File: src/rtl/siopf_params.svh
// Register offsets, field positions, reset values and timing for the status pin block
`ifndef SIOPF_PARAMS_SVH
`define SIOPF_PARAMS_SVH
`define SIOPF_CTRL_OFS 12'h000
`define SIOPF_PWM2_PER_OFS 12'h004
`define SIOPF_PWM2_LOW_OFS 12'h008
`define SIOPF_PWM3_PER_OFS 12'h00c
`define SIOPF_PWM3_LOW_OFS 12'h010
`define SIOPF_STAT_OFS 12'h014
`define SIOPF_CTRL_FN2_LSB 0
`define SIOPF_CTRL_INV2_BIT 2
`define SIOPF_CTRL_VAL2_LSB 3
`define SIOPF_CTRL_FN3_LSB 8
`define SIOPF_CTRL_INV3_BIT 10
`define SIOPF_CTRL_VAL3_LSB 11
`define SIOPF_STAT_IN2_BIT 0
`define SIOPF_STAT_IN3_BIT 1
`define SIOPF_STAT_PROT_BIT 2
`define SIOPF_STAT_OFF_BIT 3
`define SIOPF_STAT_PIN2_BIT 4
`define SIOPF_STAT_PIN3_BIT 5
`define SIOPF_CTRL_RST 32'h0000_0000
`define SIOPF_CLK_HZ 100000000
`define SIOPF_PWM_HZ 100
`define SIOPF_PWM_PER_CYC (`SIOPF_CLK_HZ / `SIOPF_PWM_HZ)
`define SIOPF_PWM_LOW_CYC (`SIOPF_PWM_PER_CYC / 10)
`endif

File: src/rtl/siopf_pkg.sv
// Types for the status pin block
package siopf_pkg;
  typedef enum logic [1:0] {
    SIOPF_FN_STATUS = 2'h0,
    SIOPF_FN_INPUT = 2'h1,
    SIOPF_FN_OUTPUT = 2'h2
  } siopf_fn_e;
  typedef enum logic [1:0] {
    SIOPF_VAL_FALSE = 2'h0,
    SIOPF_VAL_TRUE = 2'h1,
    SIOPF_VAL_PWM = 2'h2
  } siopf_val_e;
endpackage

File: src/rtl/siopf_status_io.sv
// Status pins two and three with AHB-Lite register access
// How it works
// RULE1: Pin two selects protection status, general input or general output.
// RULE2: Pin three selects output-off status, general input or general output.
// RULE3: Each pin has an invert bit reversing input and output sense.
// RULE4: Protection status, normal polarity: pin high while not protected.
// RULE5: Protection status, normal polarity: pin low while any protection active.
// RULE6: Inverted polarity gives exactly opposite protection status levels.
// RULE7: Output-off status, normal polarity: pin high while output switched off.
// RULE8: Output-off status, normal polarity: pin low while output switched on.
// RULE9: Inverted polarity gives opposite output-off status levels.
// RULE10: General output true is logical one: low normal, high inverted.
// RULE11: General output false is logical zero: high normal, low inverted.
// RULE12: General input syncs the pin level and reports it with polarity applied.
// RULE13: General output offers PWM with programmable period and low time.
// RULE14: Duty sets the low (active) part; 100Hz 10% gives 1ms low.
// RULE15: External party drives defined levels on a pin used as input.
// RULE16: Outputs registered; inputs pass two flip-flops before use.
`timescale 1ns/1ps
`default_nettype none
`include "siopf_params.svh"
module siopf_status_io
  import siopf_pkg::*;
#(
  parameter int PWM_W = 32
) (
  input wire logic sys_clk,
  input wire logic rst,
  input wire logic hsel,
  input wire logic [11:0] haddr,
  input wire logic [1:0] htrans,
  input wire logic hwrite,
  input wire logic [2:0] hsize,
  input wire logic [31:0] hwdata,
  input wire logic hready,
  output logic [31:0] hrdata,
  output logic hreadyout,
  output logic hresp,
  input wire logic protection_state_out,
  input wire logic output_switch_on,
  input wire logic pin2_i,
  output logic pin2_o,
  output logic pin2_oe_n,
  input wire logic pin3_i,
  output logic pin3_o,
  output logic pin3_oe_n
);
  // Register map, byte offsets, one word each:
  // CTRL fn2[1:0] inv2[2] val2[4:3] fn3[9:8] inv3[10] val3[12:11]
  // PWM2 period, PWM2 low time, then the same pair for pin three
  // STATUS in2, in3, protected, output off, pin2 drive, pin3 drive
  // Function code 3 acts as general output, value code 3 as False

  // Counter widths the logic cannot serve, or a reset period cut short
  if (PWM_W < 8 || PWM_W > 32) begin : g_bad_width
    $error("PWM_W out of range");
  end
  if (PWM_W < 32 && (64'(`SIOPF_PWM_PER_CYC) >> PWM_W) != 64'h0) begin : g_bad_reset
    $error("PWM_W too narrow for the reset period");
  end

  localparam logic [31:0] PER_RST = 32'(`SIOPF_PWM_PER_CYC);
  localparam logic [31:0] LOW_RST = 32'(`SIOPF_PWM_LOW_CYC);

  // AHB-Lite address phase capture; hsize is not decoded, every access is a word
  logic wr_pend_q;
  logic rd_pend_q;
  logic [11:0] addr_q;
  logic [31:0] ctrl_q;
  logic [PWM_W-1:0] per2_q;
  logic [PWM_W-1:0] low2_q;
  logic [PWM_W-1:0] per3_q;
  logic [PWM_W-1:0] low3_q;
  logic [31:0] rdata_d;
  logic addr_ok;
  logic [5:0] stat_w;

  wire logic take = hsel && hready && htrans[1];

  // Data phase follows the taken address phase by one edge
  always_ff @(posedge sys_clk or posedge rst) begin
    if (rst) begin
      wr_pend_q <= 1'b0;
      rd_pend_q <= 1'b0;
    end else begin
      wr_pend_q <= take && hwrite;
      rd_pend_q <= take && !hwrite;
    end
  end

  always_ff @(posedge sys_clk or posedge rst) begin
    if (rst) begin
      addr_q <= 12'h000;
    end else if (take) begin
      addr_q <= haddr;
    end
  end

  // One write strobe per writable register, valid while hwdata stands
  wire logic wr_ctrl = wr_pend_q && (addr_q == `SIOPF_CTRL_OFS);
  wire logic wr_per2 = wr_pend_q && (addr_q == `SIOPF_PWM2_PER_OFS);
  wire logic wr_low2 = wr_pend_q && (addr_q == `SIOPF_PWM2_LOW_OFS);
  wire logic wr_per3 = wr_pend_q && (addr_q == `SIOPF_PWM3_PER_OFS);
  wire logic wr_low3 = wr_pend_q && (addr_q == `SIOPF_PWM3_LOW_OFS);

  // Bits outside the fields are dropped so they read back as zero
  always_ff @(posedge sys_clk or posedge rst) begin
    if (rst) begin
      ctrl_q <= `SIOPF_CTRL_RST;
    end else if (wr_ctrl) begin
      ctrl_q <= hwdata & 32'h0000_1f1f;
    end
  end

  always_ff @(posedge sys_clk or posedge rst) begin
    if (rst) begin
      per2_q <= PER_RST[PWM_W-1:0];
    end else if (wr_per2) begin
      per2_q <= hwdata[PWM_W-1:0];
    end
  end

  always_ff @(posedge sys_clk or posedge rst) begin
    if (rst) begin
      low2_q <= LOW_RST[PWM_W-1:0];
    end else if (wr_low2) begin
      low2_q <= hwdata[PWM_W-1:0];
    end
  end

  always_ff @(posedge sys_clk or posedge rst) begin
    if (rst) begin
      per3_q <= PER_RST[PWM_W-1:0];
    end else if (wr_per3) begin
      per3_q <= hwdata[PWM_W-1:0];
    end
  end

  always_ff @(posedge sys_clk or posedge rst) begin
    if (rst) begin
      low3_q <= LOW_RST[PWM_W-1:0];
    end else if (wr_low3) begin
      low3_q <= hwdata[PWM_W-1:0];
    end
  end

  // Field decode
  wire siopf_fn_e fn2 = siopf_fn_e'(ctrl_q[`SIOPF_CTRL_FN2_LSB +: 2]);
  wire siopf_fn_e fn3 = siopf_fn_e'(ctrl_q[`SIOPF_CTRL_FN3_LSB +: 2]);
  wire siopf_val_e val2 = siopf_val_e'(ctrl_q[`SIOPF_CTRL_VAL2_LSB +: 2]);
  wire siopf_val_e val3 = siopf_val_e'(ctrl_q[`SIOPF_CTRL_VAL3_LSB +: 2]);
  wire logic inv2 = ctrl_q[`SIOPF_CTRL_INV2_BIT]; // RULE3
  wire logic inv3 = ctrl_q[`SIOPF_CTRL_INV3_BIT]; // RULE3

  // Two-stage synchronisers; only the second stage is read
  logic [1:0] pin_s1_q;
  logic [1:0] pin_s2_q;
  logic [1:0] inst_s1_q;
  logic [1:0] inst_s2_q;
  always_ff @(posedge sys_clk or posedge rst) begin
    if (rst) begin
      pin_s1_q <= 2'h0;
      pin_s2_q <= 2'h0;
    end else begin
      pin_s1_q <= {pin3_i, pin2_i}; // RULE16
      pin_s2_q <= pin_s1_q;
    end
  end

  always_ff @(posedge sys_clk or posedge rst) begin
    if (rst) begin
      inst_s1_q <= 2'h0;
      inst_s2_q <= 2'h0;
    end else begin
      inst_s1_q <= {output_switch_on, protection_state_out}; // RULE16
      inst_s2_q <= inst_s1_q;
    end
  end
  wire logic prot_s = inst_s2_q[0];
  wire logic on_s = inst_s2_q[1];
  wire logic in2_lvl = pin_s2_q[0] ^ inv2; // RULE12
  wire logic in3_lvl = pin_s2_q[1] ^ inv3; // RULE12

  // PWM counters run only while PWM is chosen; each period opens with the low part
  logic [PWM_W-1:0] cnt2_q;
  logic [PWM_W-1:0] cnt3_q;
  logic [PWM_W-1:0] per2_a_q;
  logic [PWM_W-1:0] low2_a_q;
  logic [PWM_W-1:0] per3_a_q;
  logic [PWM_W-1:0] low3_a_q;
  wire logic [PWM_W-1:0] nxt2 = cnt2_q + 1'b1;
  wire logic [PWM_W-1:0] nxt3 = cnt3_q + 1'b1;
  wire logic wrap2 = nxt2 >= per2_a_q;
  wire logic wrap3 = nxt3 >= per3_a_q;

  // While PWM runs, settings are taken over only at a wrap, so a write never leaves a runt period
  always_ff @(posedge sys_clk or posedge rst) begin
    if (rst) begin
      per2_a_q <= PER_RST[PWM_W-1:0];
      low2_a_q <= LOW_RST[PWM_W-1:0];
    end else if (val2 != SIOPF_VAL_PWM || wrap2) begin
      per2_a_q <= per2_q;
      low2_a_q <= low2_q;
    end
  end

  always_ff @(posedge sys_clk or posedge rst) begin
    if (rst) begin
      per3_a_q <= PER_RST[PWM_W-1:0];
      low3_a_q <= LOW_RST[PWM_W-1:0];
    end else if (val3 != SIOPF_VAL_PWM || wrap3) begin
      per3_a_q <= per3_q;
      low3_a_q <= low3_q;
    end
  end

  always_ff @(posedge sys_clk or posedge rst) begin
    if (rst) begin
      cnt2_q <= '0;
    end else if (val2 != SIOPF_VAL_PWM) begin
      cnt2_q <= '0;
    end else if (wrap2) begin
      cnt2_q <= '0; // RULE13
    end else begin
      cnt2_q <= nxt2; // RULE13
    end
  end

  always_ff @(posedge sys_clk or posedge rst) begin
    if (rst) begin
      cnt3_q <= '0;
    end else if (val3 != SIOPF_VAL_PWM) begin
      cnt3_q <= '0;
    end else if (wrap3) begin
      cnt3_q <= '0; // RULE13
    end else begin
      cnt3_q <= nxt3; // RULE13
    end
  end
  // Logical one while in the low (active) part
  wire logic pwm2_one = cnt2_q < low2_a_q; // RULE14
  wire logic pwm3_one = cnt3_q < low3_a_q; // RULE14

  // Pin level before polarity: a logical one drives low
  logic lvl2_d;
  logic lvl3_d;
  always_comb begin
    lvl2_d = 1'b1;
    if (fn2 == SIOPF_FN_STATUS) begin
      lvl2_d = !prot_s; // RULE4 RULE5
    end else begin
      case (val2)
        SIOPF_VAL_TRUE: lvl2_d = 1'b0; // RULE10
        SIOPF_VAL_PWM: lvl2_d = !pwm2_one; // RULE13
        default: lvl2_d = 1'b1; // RULE11
      endcase
    end
  end

  always_comb begin
    lvl3_d = 1'b1;
    if (fn3 == SIOPF_FN_STATUS) begin
      lvl3_d = !on_s; // RULE7 RULE8
    end else begin
      case (val3)
        SIOPF_VAL_TRUE: lvl3_d = 1'b0; // RULE10
        SIOPF_VAL_PWM: lvl3_d = !pwm3_one; // RULE13
        default: lvl3_d = 1'b1; // RULE11
      endcase
    end
  end

  // Registered pins; input function releases the pin but keeps a level on pin*_o
  always_ff @(posedge sys_clk or posedge rst) begin
    if (rst) begin
      pin2_o <= 1'b1;
      pin2_oe_n <= 1'b1;
    end else begin
      pin2_o <= lvl2_d ^ inv2; // RULE6 RULE10 RULE11 RULE16
      pin2_oe_n <= (fn2 == SIOPF_FN_INPUT); // RULE1
    end
  end

  always_ff @(posedge sys_clk or posedge rst) begin
    if (rst) begin
      pin3_o <= 1'b1;
      pin3_oe_n <= 1'b1;
    end else begin
      pin3_o <= lvl3_d ^ inv3; // RULE9 RULE10 RULE11 RULE16
      pin3_oe_n <= (fn3 == SIOPF_FN_INPUT); // RULE2
    end
  end

  // Read path
  always_comb begin
    stat_w = 6'h00;
    stat_w[`SIOPF_STAT_IN2_BIT] = in2_lvl; // RULE12
    stat_w[`SIOPF_STAT_IN3_BIT] = in3_lvl; // RULE12
    stat_w[`SIOPF_STAT_PROT_BIT] = prot_s;
    stat_w[`SIOPF_STAT_OFF_BIT] = !on_s;
    stat_w[`SIOPF_STAT_PIN2_BIT] = pin2_o;
    stat_w[`SIOPF_STAT_PIN3_BIT] = pin3_o;
  end

  always_comb begin
    addr_ok = 1'b1;
    rdata_d = 32'h0000_0000;
    case (addr_q)
      `SIOPF_CTRL_OFS: rdata_d = ctrl_q;
      `SIOPF_PWM2_PER_OFS: rdata_d = 32'(per2_q);
      `SIOPF_PWM2_LOW_OFS: rdata_d = 32'(low2_q);
      `SIOPF_PWM3_PER_OFS: rdata_d = 32'(per3_q);
      `SIOPF_PWM3_LOW_OFS: rdata_d = 32'(low3_q);
      `SIOPF_STAT_OFS: rdata_d = {26'h0, stat_w};
      default: addr_ok = 1'b0;
    endcase
  end

  // Every transfer, mapped or not, is answered OKAY
  always_ff @(posedge sys_clk or posedge rst) begin
    if (rst) begin
      hresp <= 1'b0;
    end else begin
      hresp <= 1'b0;
    end
  end

  // Read data registered during the data phase costs one wait state
  always_ff @(posedge sys_clk or posedge rst) begin
    if (rst) begin
      hreadyout <= 1'b1;
    end else if (take && !hwrite) begin
      hreadyout <= 1'b0;
    end else if (rd_pend_q) begin
      hreadyout <= 1'b1;
    end
  end

  always_ff @(posedge sys_clk or posedge rst) begin
    if (rst) begin
      hrdata <= 32'h0000_0000;
    end else if (rd_pend_q) begin
      hrdata <= addr_ok ? rdata_d : 32'h0000_0000;
    end
  end
endmodule
`default_nettype wire

File: config.mk
export PLATFORM = sky130hd
export DESIGN_NAME = siopf_status_io
export DESIGN_NICKNAME = d
export VERILOG_FILES = /design/src/rtl/siopf_pkg.sv /design/src/rtl/siopf_status_io.sv
export VERILOG_INCLUDE_DIRS = /design/src /design/src/rtl
export SDC_FILE = /design/constraint.sdc
export NUM_CORES = 1
export LEC_CHECK = 0
export CAP_MARGIN = 40
export CELL_PAD_IN_SITES_DETAIL_PLACEMENT = 1
export CELL_PAD_IN_SITES_GLOBAL_PLACEMENT = 1
export CORE_MARGIN = 2
export CORE_UTILIZATION = 55
export CTS_BUF_LIST = sky130_fd_sc_hd__clkbuf_4 sky130_fd_sc_hd__clkbuf_8
export DETAILED_ROUTE_END_ITERATION = 6
export DONT_BUFFER_PORTS = 1
export PLACE_DENSITY_LB_ADDON = 0.08
export SLEW_MARGIN = 25
export SYNTH_ARGS = -nofsm -noshare
export SYNTH_HDL_FRONTEND = slang
export SYNTH_SLANG_ARGS = --single-unit
File: constraint.sdc
create_clock -name sys_clk -period 22.1 [get_ports sys_clk]
set_input_delay 2.21 -clock sys_clk [delete_from_list [all_inputs] [get_ports sys_clk]]
set_output_delay 2.21 -clock sys_clk [all_outputs]
set_load 0.05 [all_outputs]
* Word level (Yosys, flattened, before mapping)
Cells that the tools add are included.
** Cells by class
- Add/subtract/negate cells :: 2
- $lt $le $gt $ge :: 4
- Equal/unequal tests :: 13
- Mux-type cells :: 13
- Bitwise gates (word level) :: 4
- Reduce and logical (&&, ||, !) cells :: 21
** Operators with widths (number)
- case mux 32 bit (6 select lines) :: 1
- 2-to-1 mux 32 bit :: 5
- adder 32 x 1 -> 32 bit, second input constant :: 2
- greater-or-equal comparator 32 bit :: 2
- less-than comparator 32 bit :: 2
- equality test 12 x 4 -> 1 bit, second input constant :: 2
- equality test 12 x 5 -> 1 bit, second input constant :: 2
- equality test 12 x 3 -> 1 bit, second input constant :: 1
- logical NOT 12 bit :: 1
- logical AND 1 bit :: 9
- equality test 2 x 1 -> 1 bit, second input constant :: 4
- OR reduction 6 bit :: 1
- logical NOT 1 bit :: 5
- 2-to-1 mux 1 bit :: 5
- equality test 2 bit, second input constant :: 2
- logical NOT 2 bit :: 2
- != test 2 bit, second input constant :: 2
- case mux 1 bit (2 select lines) :: 2
- XOR 1 bit :: 4
- logical OR 1 bit :: 2
- nonzero test 2 bit :: 1
** Storage, ports and cells
- Register bits after elaboration :: 389
- Input bits :: 58
- Output and inout bits :: 38
- Logic and storage cells :: 81

* Longest topological paths before layout
Gate-level depths: netlist (run 1).
- Depth after elaboration :: 5
- Depth in mapped cells :: 15
- Gate-level depth less buffers :: 13

* Worst setup path after synthesis (run 1)
Ideal clock, no wire load.
- Path kind :: register to register
- Start :: reg cnt2_q[0]
- End :: reg low2_a_q[2]
- Setup time :: 0.101 ns
- Data arrival time :: 3.132 ns
- Data required time :: 21.999 ns
- Setup slack :: 18.867 ns
- Stages on the path, launching flop included :: 14
- Buffers on the path :: 2
- Period minus slack after synthesis :: 3.233 ns
- Path through :: dfrtp_1 > ha_1 > nand3_1 > nor4_2 > nand3_1 > xnor2_1 > ha_1 > and4_1 > nand4_1 > nor4_1 > buf_2 > buf_1 > o2111ai_1 > o311ai_2
** Between the ends
- Longest elaborated chain between the ends :: 3
** Ends and longest elaborated chain
- start: declaration :: RTL line siopf_status_io.sv:185 : logic [PWM_W-1:0] cnt2_q;
- start signal: assignment :: RTL line siopf_status_io.sv:225 : cnt2_q <= nxt2;
- adder 32 x 1 -> 32 bit :: RTL line siopf_status_io.sv:191 : wire logic [PWM_W-1:0] nxt2 = cnt2_q + 1'b1;
- greater-or-equal comparator 32 bit :: RTL line siopf_status_io.sv:193 : wire logic wrap2 = nxt2 >= per2_a_q;
- logical OR 1 bit :: RTL line siopf_status_io.sv:201 : end else if (val2 != SIOPF_VAL_PWM || wrap2) begin
- end signal: assignment :: RTL line siopf_status_io.sv:200 : low2_a_q <= LOW_RST[PWM_W-1:0];
- end signal: assignment :: RTL line siopf_status_io.sv:203 : low2_a_q <= low2_q;
- end: declaration :: RTL line siopf_status_io.sv:188 : logic [PWM_W-1:0] low2_a_q;
No other way between the ends.
A chain may end at the register's enable or synchronous reset.

* Worst setup path after layout (run 1)
- Start :: reg cnt3_q[2]
- End :: reg low3_a_q[14]
** Between the ends
- Longest elaborated chain between the ends :: 3
** Ends and longest elaborated chain
- start: declaration :: RTL line siopf_status_io.sv:186 : logic [PWM_W-1:0] cnt3_q;
- start signal: assignment :: RTL line siopf_status_io.sv:237 : cnt3_q <= nxt3;
- adder 32 x 1 -> 32 bit :: RTL line siopf_status_io.sv:192 : wire logic [PWM_W-1:0] nxt3 = cnt3_q + 1'b1;
- greater-or-equal comparator 32 bit :: RTL line siopf_status_io.sv:194 : wire logic wrap3 = nxt3 >= per3_a_q;
- logical OR 1 bit :: RTL line siopf_status_io.sv:211 : end else if (val3 != SIOPF_VAL_PWM || wrap3) begin
- end signal: assignment :: RTL line siopf_status_io.sv:210 : low3_a_q <= LOW_RST[PWM_W-1:0];
- end signal: assignment :: RTL line siopf_status_io.sv:213 : low3_a_q <= low3_q;
- end: declaration :: RTL line siopf_status_io.sv:190 : logic [PWM_W-1:0] low3_a_q;
No other way between the ends.

==> results of run 1 <==
[sequential cells by signal (all words and copies together) (netlist names), 10 cells and up]
signal    count
low3_q       32
cnt3_q       32
ctrl_q       10
per2_a_q     32
low2_a_q     32
cnt2_q       32
hrdata       32
per3_q       32
low3_a_q     32
addr_q       12
low2_q       32
per3_a_q     32
per2_q       32
[logic make-up after synthesis]
logic type | count (synthesis) | share of synthesized area (%)
AOI/OAI and AO/OA | 477 | 17.4
xor gates and xnor gates | 63 | 2.59
adders and majority gates | 128 | 7.52
buffers and inverters | 303 | 5.81
DFF | 389 | 46.1
muxes | 157 | 8.28
other | 1 | 0.0176
and+or+nand+nor | 490 | 12.3
[synthesized netlist by cell type, drive strengths merged, types with 8 or more instances]
| master | instances |
|---|---|
| a21o | 16 |
| a21oi | 44 |
| a221oi | 26 |
| a22o | 21 |
| a22oi | 9 |
| and4 | 8 |
| buf | 54 |
| clkbuf | 87 |
| dfrtp | 332 |
| dfstp | 57 |
| ha | 128 |
| inv | 162 |
| mux2 | 153 |
| nand2 | 241 |
| nand3 | 34 |
| nand4 | 40 |
| nor2 | 44 |
| nor2b | 8 |
| nor3 | 12 |
| nor3b | 66 |
| nor4 | 11 |
| o2111ai | 67 |
| o211ai | 131 |
| o21a | 10 |
| o21ai | 30 |
| o22ai | 25 |
| o311ai | 64 |
| xnor2 | 43 |
| xor2 | 20 |
[metrics by stage]
stage | std cells | instance area, µm² | total power [W] | utilization, % | hold slack [ns]
6_report | 2552 | 23400 | 0.00173 | 60.9 | 0.347
3_5_place_dp | 2419 | 21800 | 0.000997 | 56.6 | 0.336
2_1_floorplan | 2008 | 21300 | 0.000939 | - | 0.331
4_1_cts | 2548 | 23300 | 0.00174 | 60.6 | 0.350
3_3_place_gp | 2413 | 21600 | 0.000981 | 56.3 | 0.333
5_1_grt | 2552 | 23400 | 0.00180 | 60.9 | 0.356
[how the worst max path moves through the flow]
stage / start / to / cells after the start
CTS: cnt3_q[2]$_DFF_PP0_ / low3_a_q[14]$_DFFE_PP0P_ / 12
detailed placement: cnt3_q[2]$_DFF_PP0_ / low3_a_q[14]$_DFFE_PP0P_ / 12
finish: cnt3_q[2]$_DFF_PP0_ / low3_a_q[14]$_DFFE_PP0P_ / 12
floorplan: rst / addr_q[0]$_DFFE_PP0P_ / 1
global placement: cnt3_q[2]$_DFF_PP0_ / per3_a_q[2]$_DFFE_PP0P_ / 12
global route: cnt3_q[2]$_DFF_PP0_ / per3_a_q[13]$_DFFE_PP0P_ / 12
[per-layer routing]
layer / GRT usage (%) / up-vias
met3: 4.82 / 123
met1: 43.8 / 8448
met2: 50.1 / 369
met5: 0 / -
met4: 11.3 / 0
li1: - / 7369
[report_power, final]
part	total (W)	internal, W	switching [W]
registers	0.000828	0.000769	0.0000582
logic	0.000162	0.0000647	0.0000970
clock network	0.000745	0.000422	0.000323
total	0.00173	0.00126	0.000478
[layout by cell type (no fill, tap or decap), types with 42 or more instances in the layout]
cell type,instances
dfstp_2,57
a21oi_1,44
o311ai_0,57
o2111ai_1,66
dfrtp_1,332
mux2_2,144
inv_1,161
ha_1,128
xnor2_1,43
o211ai_1,121
clkbuf_8,92
nand2_1,241
nor2_1,42
[layout make-up]
| cell class | count | share of cell area [%] |
|---|---|---|
| Clock buffer | 120 | 6.31 |
| Clock inverter | 9 | 0.305 |
| Timing Repair Buffer | 38 | 1.86 |
| Multi-Input combinational cell | 1316 | 44.3 |
| Tap cell | 518 | 2.77 |
| Inverter | 162 | 2.63 |
| Sequential cell | 389 | 41.9 |
==> impl_results.md, run 1 <==
- Antenna violations before repair: 0
- Global Route Usage Sum: 31.4%
- Highest routed layer: met4
- Later-pin clock latency in the skew report: 0.65 ns
- Area leader, netlist: dfrtp_1
- Num ports: 96
- Final worst path period share: 24.3%
- Metal-1 WL: 28000 µm
- Least-Margin Pin Slew: 0.855 ns
- Root buffer cell: clkbuf_8
- Final setup vio count: 0
- DR vias: 16300
- Multi-input logic area: 10400 µm²
- Top cells by area, synth: dfrtp_1 (39%), mux2_2 (7.6%), ha_1 (7.5%), dfstp_2 (7.0%), o211ai_1 (4.3%)
- Max Cap Viol: 0
- TNS Setup: 0 ns
- FF-to-FF Start: cnt3_q[2]$_DFF_PP0_
- Number of global-route vias before repair: 17500
- Met3 wire len: 2760 µm
- DR pass1 iterations: 5
- Critical path class: register to register
- Crit-path leading delay family: compound AO/OA/AOI/OAI gates
- Ys Warns: 0
- H-tree level count: 3
- R2r endpoint: low3_a_q[14]$_DFFE_PP0P_
- Max stage delay cell, worst path: buf_4
- Post-Place Worst Slack: 16.82 ns
- Mapped Area: 21300 µm²
- Num Clock Sinks: 389
- PostCTS Resize Cnt: 0
- Residual DRC: 0
- GPL Wtd Cong: 0.898
- Mapped Cells: 2008
- Unrepaired setup endpoints after global routing: no
- FMAX: 186 MHz
- Buffers plus inverters on the worst setup path: 2
- FILL cells: 4068
- Row count: 72
- Initial DRC count: 1037
- Fin crit period: 5.38 ns
- CP max FO: 65
- Clock transition at the registers of the reported paths: 0.06 ns
- Final Hold Violating Endpoints: 0
- Worst slew margin: 43.0%
- Core Area: 38500 µm²
- Flop2flop setup slack: 16.72 ns
- Post-CTS setup buffer count: 0
- Hold buffers post-CTS: 0
- Largest net degree at the start of global routing: 115
- Syn Nets: 2194
- Top-area cell type share of the netlist area: 39.0%
- Fin. max-slew vios: 0
- Cell Pwr Density: 74.1 nW/µm²
- Critical path data required time: 22.56 ns
- Worst min path class: register to register
- Total Wirelength: 62300 µm
- Nets: 2164
- First-pass GRT wire length: 100000 µm
- Metal2 WL: 29500 µm
- Netlist cell types: 70
- Starting Density: 55.3%
- P_leak: 10.1 nW
- Critical-path cell list: and4_1 -> nand3_1 -> nor2_1 -> xor2_1 -> ha_1 -> nand4_1 -> a2111oi_0 -> a2111o_2 -> buf_4 -> o21a_4 -> buf_4 -> o211ai_1
- CTS tree: done
- Seq/Total Area, Yosys: 46.1%
- Hold path depth: 0
- Wire per inst: 24.4 µm
- Asr flop ratio synth: 100%
- Diodes inserted: 0
- Top cell by count, worst path: buf_4
- TritonCTS Buffers: 71
- Final WS setup: 16.72 ns
- Critical path data arrival time: 5.84 ns
- HP Start: inst_s1_q[0]$_DFF_PP0_
- Die Ht: 201 µm
- ANT nets after route: 0
- Number of synthesized flops with an enable pin: 0
- Worst hold path endpoint: inst_s2_q[0]$_DFF_PP0_
- Crit. End Element: register
- CP max stage delay: 0.73 ns
- Skew final: 0.0250 ns
- Mapped Avg Cell Area: 10.6 µm²
- HPWL Detailed: 42000 µm
- Layout area overhead: 9.98%
- Status: finished clean
- CP Launch Type: register
- Register area: 9810 µm²
- Yosys reg bits: 389
- Max clock buf depth: 3
- Layout cells sized above 1: 21.6%
- Die footprint: 40300 µm²
- Peak supply drop: 57.0 µV
- Port-buffer cells: 0
- Global route total overflow: 0
- Reg2reg path depth: 12
- Chip width: 201 µm
- Most used DFF post-synth: dfrtp_1
- Vias per cell: 6.39
Note: power is estimated with default switching activity, not from simulation.
==> run 2: changes to the inputs <==
CORE_UTILIZATION = 53   (was 55)
clock period = 5 ns   (was 22.1 ns; I/O delays follow)
==> impl_results.md, run 2 (same netlist as run 1, synthesis figures left out) <==
- Status: finished clean
- Later-pin clock latency in the skew report: 0.65 ns
- Core Area: 39700 µm²
- Wire per inst: 25.7 µm
- Worst slew margin: 44.0%
- Total Wirelength: 67500 µm
- Leading cell types in the layout, fill and taps excluded: dfrtp_1 (332), nand2_1 (241), inv_1 (161)
- Root buffer cell: clkbuf_8
- Int Pwr: 0.00562 W
- FILL cells: 4171
- Residual DRC: 0
- HP Start: hwdata[14]
- Critical path class: register to register
- Layout cells sized above 1: 21.3%
- Worst min path class: input pin to register
- Die Ht: 204 µm
- GPL Wtd Cong: 0.904
- DR pass1 iterations: 5
- Number of global-route vias before repair: 18100
- Vias per cell: 6.45
- P_leak: 10.4 nW
- Critical-path cell list: ha_1 -> nand3_1 -> nor4_2 -> nand3_1 -> xnor2_1 -> ha_1 -> and4_1 -> nand4_1 -> nor4_2 -> buf_4 -> o2111ai_1 -> o311ai_2
- Cell Pwr Density: 324 nW/µm²
- Crit-path leading delay family: simple AND/OR/NAND/NOR gates
- Antenna violations before repair: 4
- Max Cap Viol: 0
- Num ports: 96
- Num Clock Sinks: 389
- Sw Ratio: 28.1%
- CTS tree: done
- Clk pwr share: 43.1%
- Sequential fraction of design power: 46.9%
- Largest net degree at the start of global routing: 126
- Critical path data required time: 5.51 ns
- TNS Setup: 0 ns
- H-tree level count: 3
- Total power: 0.00782 W
- Die footprint: 41800 µm²
- Worst hold path endpoint: low2_q[14]$_DFFE_PP0P_
- Peak supply drop: 208 µV
- First-pass GRT wire length: 107000 µm
- Unrepaired setup endpoints after global routing: no
- Flop2flop setup slack: 0.52 ns
- DR vias: 16900
- Row count: 73
- Reg2reg path depth: 12
- Starting Density: 53.6%
- Fin crit period: 4.48 ns
- Global Route Usage Sum: 33.1%
- FMAX: 223 MHz
- HPWL Detailed: 43100 µm
- Final Hold Violating Endpoints: 0
- Port-buffer cells: 0
- Max clock buf depth: 3
- Final setup vio count: 0
- FF-to-FF Start: cnt2_q[0]$_DFF_PP0_
- Global route total overflow: 0
- Nets: 2225
- R2r endpoint: low2_a_q[6]$_DFFE_PP0P_
- P_sw: 0.00220 W
- Chip width: 204 µm
- Max stage delay cell, worst path: buf_4
- Critical path data arrival time: 5.00 ns
- Final worst path period share: 89.6%
- ANT nets after route: 0
- Buffers plus inverters on the worst setup path: 1
- Crit. End Element: register
- Fin. max-slew vios: 0
- CP max FO: 64
- Clock transition at the registers of the reported paths: 0.07 ns
- TritonCTS Buffers: 71
- Skew final: 0.0342 ns
- Combinational share of power: 10.0%
- Layout area overhead: 13.2%
- Hold path depth: 1
- CP Launch Type: register
- CP max stage delay: 0.66 ns
- Initial DRC count: 1342
- Least-Margin Pin Slew: 0.840 ns
- Commonest non-fill, non-tap cell in the layout: dfrtp_1
run 2: area by class of cell:
cell class                      count  area, µm²  area share [%]
Clock inverter                     15        149           0.618
Tap cell                          525        657            2.73
Antenna cell                        4       10.0          0.0415
Sequential cell                   389       9810            40.7
Multi-Input combinational cell   1316      10400            43.0
Inverter                          162        612            2.54
Clock buffer                      115       1410            5.87
Timing Repair Buffer               99       1070            4.46
run 2: power by group through the flow:
| stage | combinational, W | clock [W] | sequential, W |
|---|---|---|---|
| after detailed placement | 0.000712 | 0 | 0.00371 |
| after global placement | 0.000662 | 0 | 0.00369 |
| after floorplan | 0.000541 | 0 | 0.00361 |
| final | 0.000783 | 0.00337 | 0.00367 |
| after global routing | 0.000877 | 0.00355 | 0.00369 |
| after CTS | 0.000772 | 0.00339 | 0.00365 |
run 2: what timing repair did:
action / CTS / global route
hold endpoints to repair: 133 / 4
buffers inserted: 0 / 0
gates resized for setup: 0 / 0
hold buffers: 53 / 4
setup endpoints to repair: 0 / 0
run 2: per-layer routing:
metal  GRT usage (%)  part of all wire, %  vias to the layer above
met2            52.4                   47                      520
met1            45.1                   44                     8728
met3            5.85                  5.5                      166
li1                -                    -                     7506
met4            13.2                  3.5                        2
met5               0                0.019                        -
run 2: worst register-to-register path, cell delays in order (launching register included):
cell and delay (ns):
dfrtp_1 0.48, ha_1 0.28, nand3_1 0.24, nor4_2 0.55, nand3_1 0.17, xnor2_1 0.18
ha_1 0.30, and4_1 0.21, nand4_1 0.25, nor4_2 0.48, buf_4 0.66, o2111ai_1 0.38
o311ai_2 0.18
run 2: worst max-delay path by stage:
stage                                           to  cells after the start                 start
after floorplan              addr_q[0]$_DFFE_PP0P_                      1                   rst
after global placement    per3_a_q[22]$_DFFE_PP0P_                     12  cnt3_q[15]$_DFF_PP0_
after detailed placement  per2_a_q[10]$_DFFE_PP0P_                     12   cnt2_q[0]$_DFF_PP0_
after CTS                 per3_a_q[28]$_DFFE_PP0P_                     12  cnt3_q[15]$_DFF_PP0_
after global routing      per3_a_q[28]$_DFFE_PP0P_                     12  cnt3_q[15]$_DFF_PP0_
final                      low2_a_q[6]$_DFFE_PP0P_                     12   cnt2_q[0]$_DFF_PP0_
run 2: per-stage QoR:
stage	area (µm²)	hold WS, ns	util, %	cells	setup WS (ns)
2_1_floorplan	21300	0.331	-	2008	-0.685
3_3_place_gp	21800	0.332	54.8	2427	0.660
3_5_place_dp	21900	0.336	55.1	2432	0.596
4_1_cts	24000	0.000181	60.4	2615	0.534
5_1_grt	24100	0.000249	60.6	2625	0.230
6_report	24100	0.0235	60.6	2625	0.518
==> run 3: changes to the inputs <==
CORE_UTILIZATION = 45   (was 53)
==> impl_results.md, run 3 (same netlist as run 1, synthesis figures left out) <==
- FF-to-FF Start: cnt2_q[0]$_DFF_PP0_
- Worst hold path endpoint: inst_s2_q[0]$_DFF_PP0_
- Worst min path class: register to register
- Clock transition at the registers of the reported paths: 0.06 ns
- Final hold slack: 0.342 ns
- Least-Margin Pin Slew: 0.885 ns
- Starting Density: 45.6%
- Core Area: 46700 µm²
- Number of global-route vias before repair: 17200
- H-tree level count: 3
- Clk pwr share: 43.2%
- GRT Max-Usage Layer: met2
- PostCTS Resize Cnt: 0
- Crit-path leading delay family: simple AND/OR/NAND/NOR gates
- GPL Wtd Cong: 0.836
- Routing usage on met2: 40.2%
- Nets: 2219
- Row count: 79
- DR vias: 16300
- P_leak: 10.3 nW
- Max clock buf depth: 3
- Int Pwr: 0.00561 W
- Hold buffers post-CTS: 50
- Max stage delay cell, worst path: nor4_2
- ANT nets after route: 0
- Peak supply drop: 164 µV
- M3 GR Usage: 4.62%
- Post-CTS setup buffer count: 0
- Chip width: 222 µm
- Post-Place Worst Slack: 0.640 ns
- Largest net degree at the start of global routing: 151
- Combinational share of power: 9.7%
- Critical path class: register to register
- Final setup vio count: 0
- Layout cells sized above 1: 21.4%
- Reg2reg path depth: 13
- Flop2flop setup slack: 0.66 ns
- TritonCTS Buffers: 73
- Fin crit period: 4.34 ns
- HPWL Detailed: 43100 µm
- Final worst path period share: 86.9%
- Fin. max-slew vios: 0
- Residual DRC: 2
- Critical-path cell list: ha_1 -> nand3_1 -> nor4_2 -> nand3_1 -> xnor2_1 -> ha_1 -> and4_1 -> nand4_1 -> nor4_2 -> buf_4 -> buf_4 -> o2111ai_1 -> o311ai_0
- Num ports: 96
- Root buffer cell: clkbuf_8
- Buffers plus inverters on the worst setup path: 2
- Crit. End Element: register
- Final WS setup: 0.656 ns
- Num Clock Sinks: 389
- Worst slew margin: 41.0%
- Vias per cell: 6.02
- Initial DRC count: 1030
- Hold path depth: 0
- Skew final: 0.0303 ns
- Later-pin clock latency in the skew report: 0.66 ns
- Failing checks: DRC
- Sw Ratio: 27.7%
- CP max FO: 27
- Status: finished, violations left
- Sequential fraction of design power: 47.1%
- Cell Pwr Density: 322 nW/µm²
- P_sw: 0.00215 W
- Wire per inst: 23.6 µm
- CP Launch Type: register
- Antenna violations before repair: 7
- Max Cap Viol: 0
- R2r endpoint: low2_a_q[18]$_DFFE_PP0P_
- Critical path data arrival time: 4.88 ns
- DR pass1 iterations: 7
- CTS tree: done
- Global Route Usage Sum: 26.4%
- CP max stage delay: 0.58 ns
- HP Start: inst_s1_q[0]$_DFF_PP0_
- Global route total overflow: 0
- Final Hold Violating Endpoints: 0
- Leading cell types in the layout, fill and taps excluded: dfrtp_1 (332), nand2_1 (241), inv_1 (161)
- GR Layer Usage met1: 37.7%
- Critical path data required time: 5.54 ns
- First-pass GRT wire length: 103000 µm
- Layout area overhead: 13.0%
- Die footprint: 49100 µm²
- FMAX: 230 MHz
- Total Wirelength: 63800 µm
- Commonest non-fill, non-tap cell in the layout: dfrtp_1
- Port-buffer cells: 0
- Die Ht: 222 µm
- Unrepaired setup endpoints after global routing: no
==> run 3: cell count changes in the layout (fill, tap and decap cells not counted), sizes merged <==
cell / before / now
dlygate4sd3: 57 / 50
clkbuf: 115 / 121
diode: 4 / 7
buf: 42 / 41
bufinv: 2 / 1
clkinv: 7 / 6
clkinvlp: 4 / 3
==> run 3: layer usage <==
metal / vias up / share of wire, % / wire [µm]
met5: - / 0 / 0
met4: 0 / 3.4 / 2180
met3: 117 / 3.7 / 2380
met2: 292 / 45 / 28900
met1: 8390 / 48 / 30300
li1: 7489 / - / -
==> run 3: worst max path at each step <==
stage | startpoint | end | slack (ns) | depth (start not counted)
floorplan | rst | addr_q[0]$_DFFE_PP0P_ | -0.69 | 1
global placement | cnt3_q[15]$_DFF_PP0_ | low3_a_q[2]$_DFFE_PP0P_ | 0.72 | 12
CTS | cnt2_q[0]$_DFF_PP0_ | low2_a_q[23]$_DFFE_PP0P_ | 0.62 | 13
global route | cnt3_q[15]$_DFF_PP0_ | per3_a_q[11]$_DFFE_PP0P_ | 0.30 | 12
finish | cnt2_q[0]$_DFF_PP0_ | low2_a_q[18]$_DFFE_PP0P_ | 0.66 | 13
detailed placement | cnt2_q[0]$_DFF_PP0_ | low2_a_q[23]$_DFFE_PP0P_ | 0.64 | 13
==> run 3: metrics by stage <==
| step | power, W | instances | util (%) | setup TNS, ns | instance area (µm²) |
|---|---|---|---|---|---|
| final | 0.00775 | 2705 | 51.6 | 0 | 24100 |
| after global routing | 0.00811 | 2704 | 51.5 | 0 | 24000 |
| after global placement | 0.00437 | 2513 | 47.0 | 0 | 21900 |
| after CTS | 0.00785 | 2698 | 51.5 | 0 | 24000 |
| after detailed placement | 0.00441 | 2515 | 47.1 | 0 | 22000 |
| after floorplan | 0.00415 | 2008 | - | -227.54 | 21300 |
==> run 3: worst reg2reg max path, stage by stage (launching register included) <==
cell	delay (ns)
dfrtp_1	0.47
ha_1	0.29
nand3_1	0.28
nor4_2	0.52
nand3_1	0.16
xnor2_1	0.17
ha_1	0.29
and4_1	0.22
nand4_1	0.24
nor4_2	0.58
buf_4	0.33
buf_4	0.36
o2111ai_1	0.19
o311ai_0	0.13
==> run 3: final cells by class <==
class / instances / area [µm²]
Fill cell: 4980 / 22600
Multi-Input combinational cell: 1316 / 10400
Sequential cell: 389 / 9810
Clock buffer: 121 / 1470
Timing Repair Buffer: 91 / 921
Tap cell: 607 / 759
Inverter: 162 / 612
Clock inverter: 12 / 104
Antenna cell: 7 / 17.5
==> run 3: power by group through the flow <==
stage	clock network [W]	logic (W)	registers, W
2_1_floorplan	0	0.000541	0.00361
3_3_place_gp	0	0.000675	0.00369
3_5_place_dp	0	0.000708	0.00370
4_1_cts	0.00344	0.000765	0.00365
5_1_grt	0.00357	0.000857	0.00368
6_report	0.00335	0.000751	0.00366
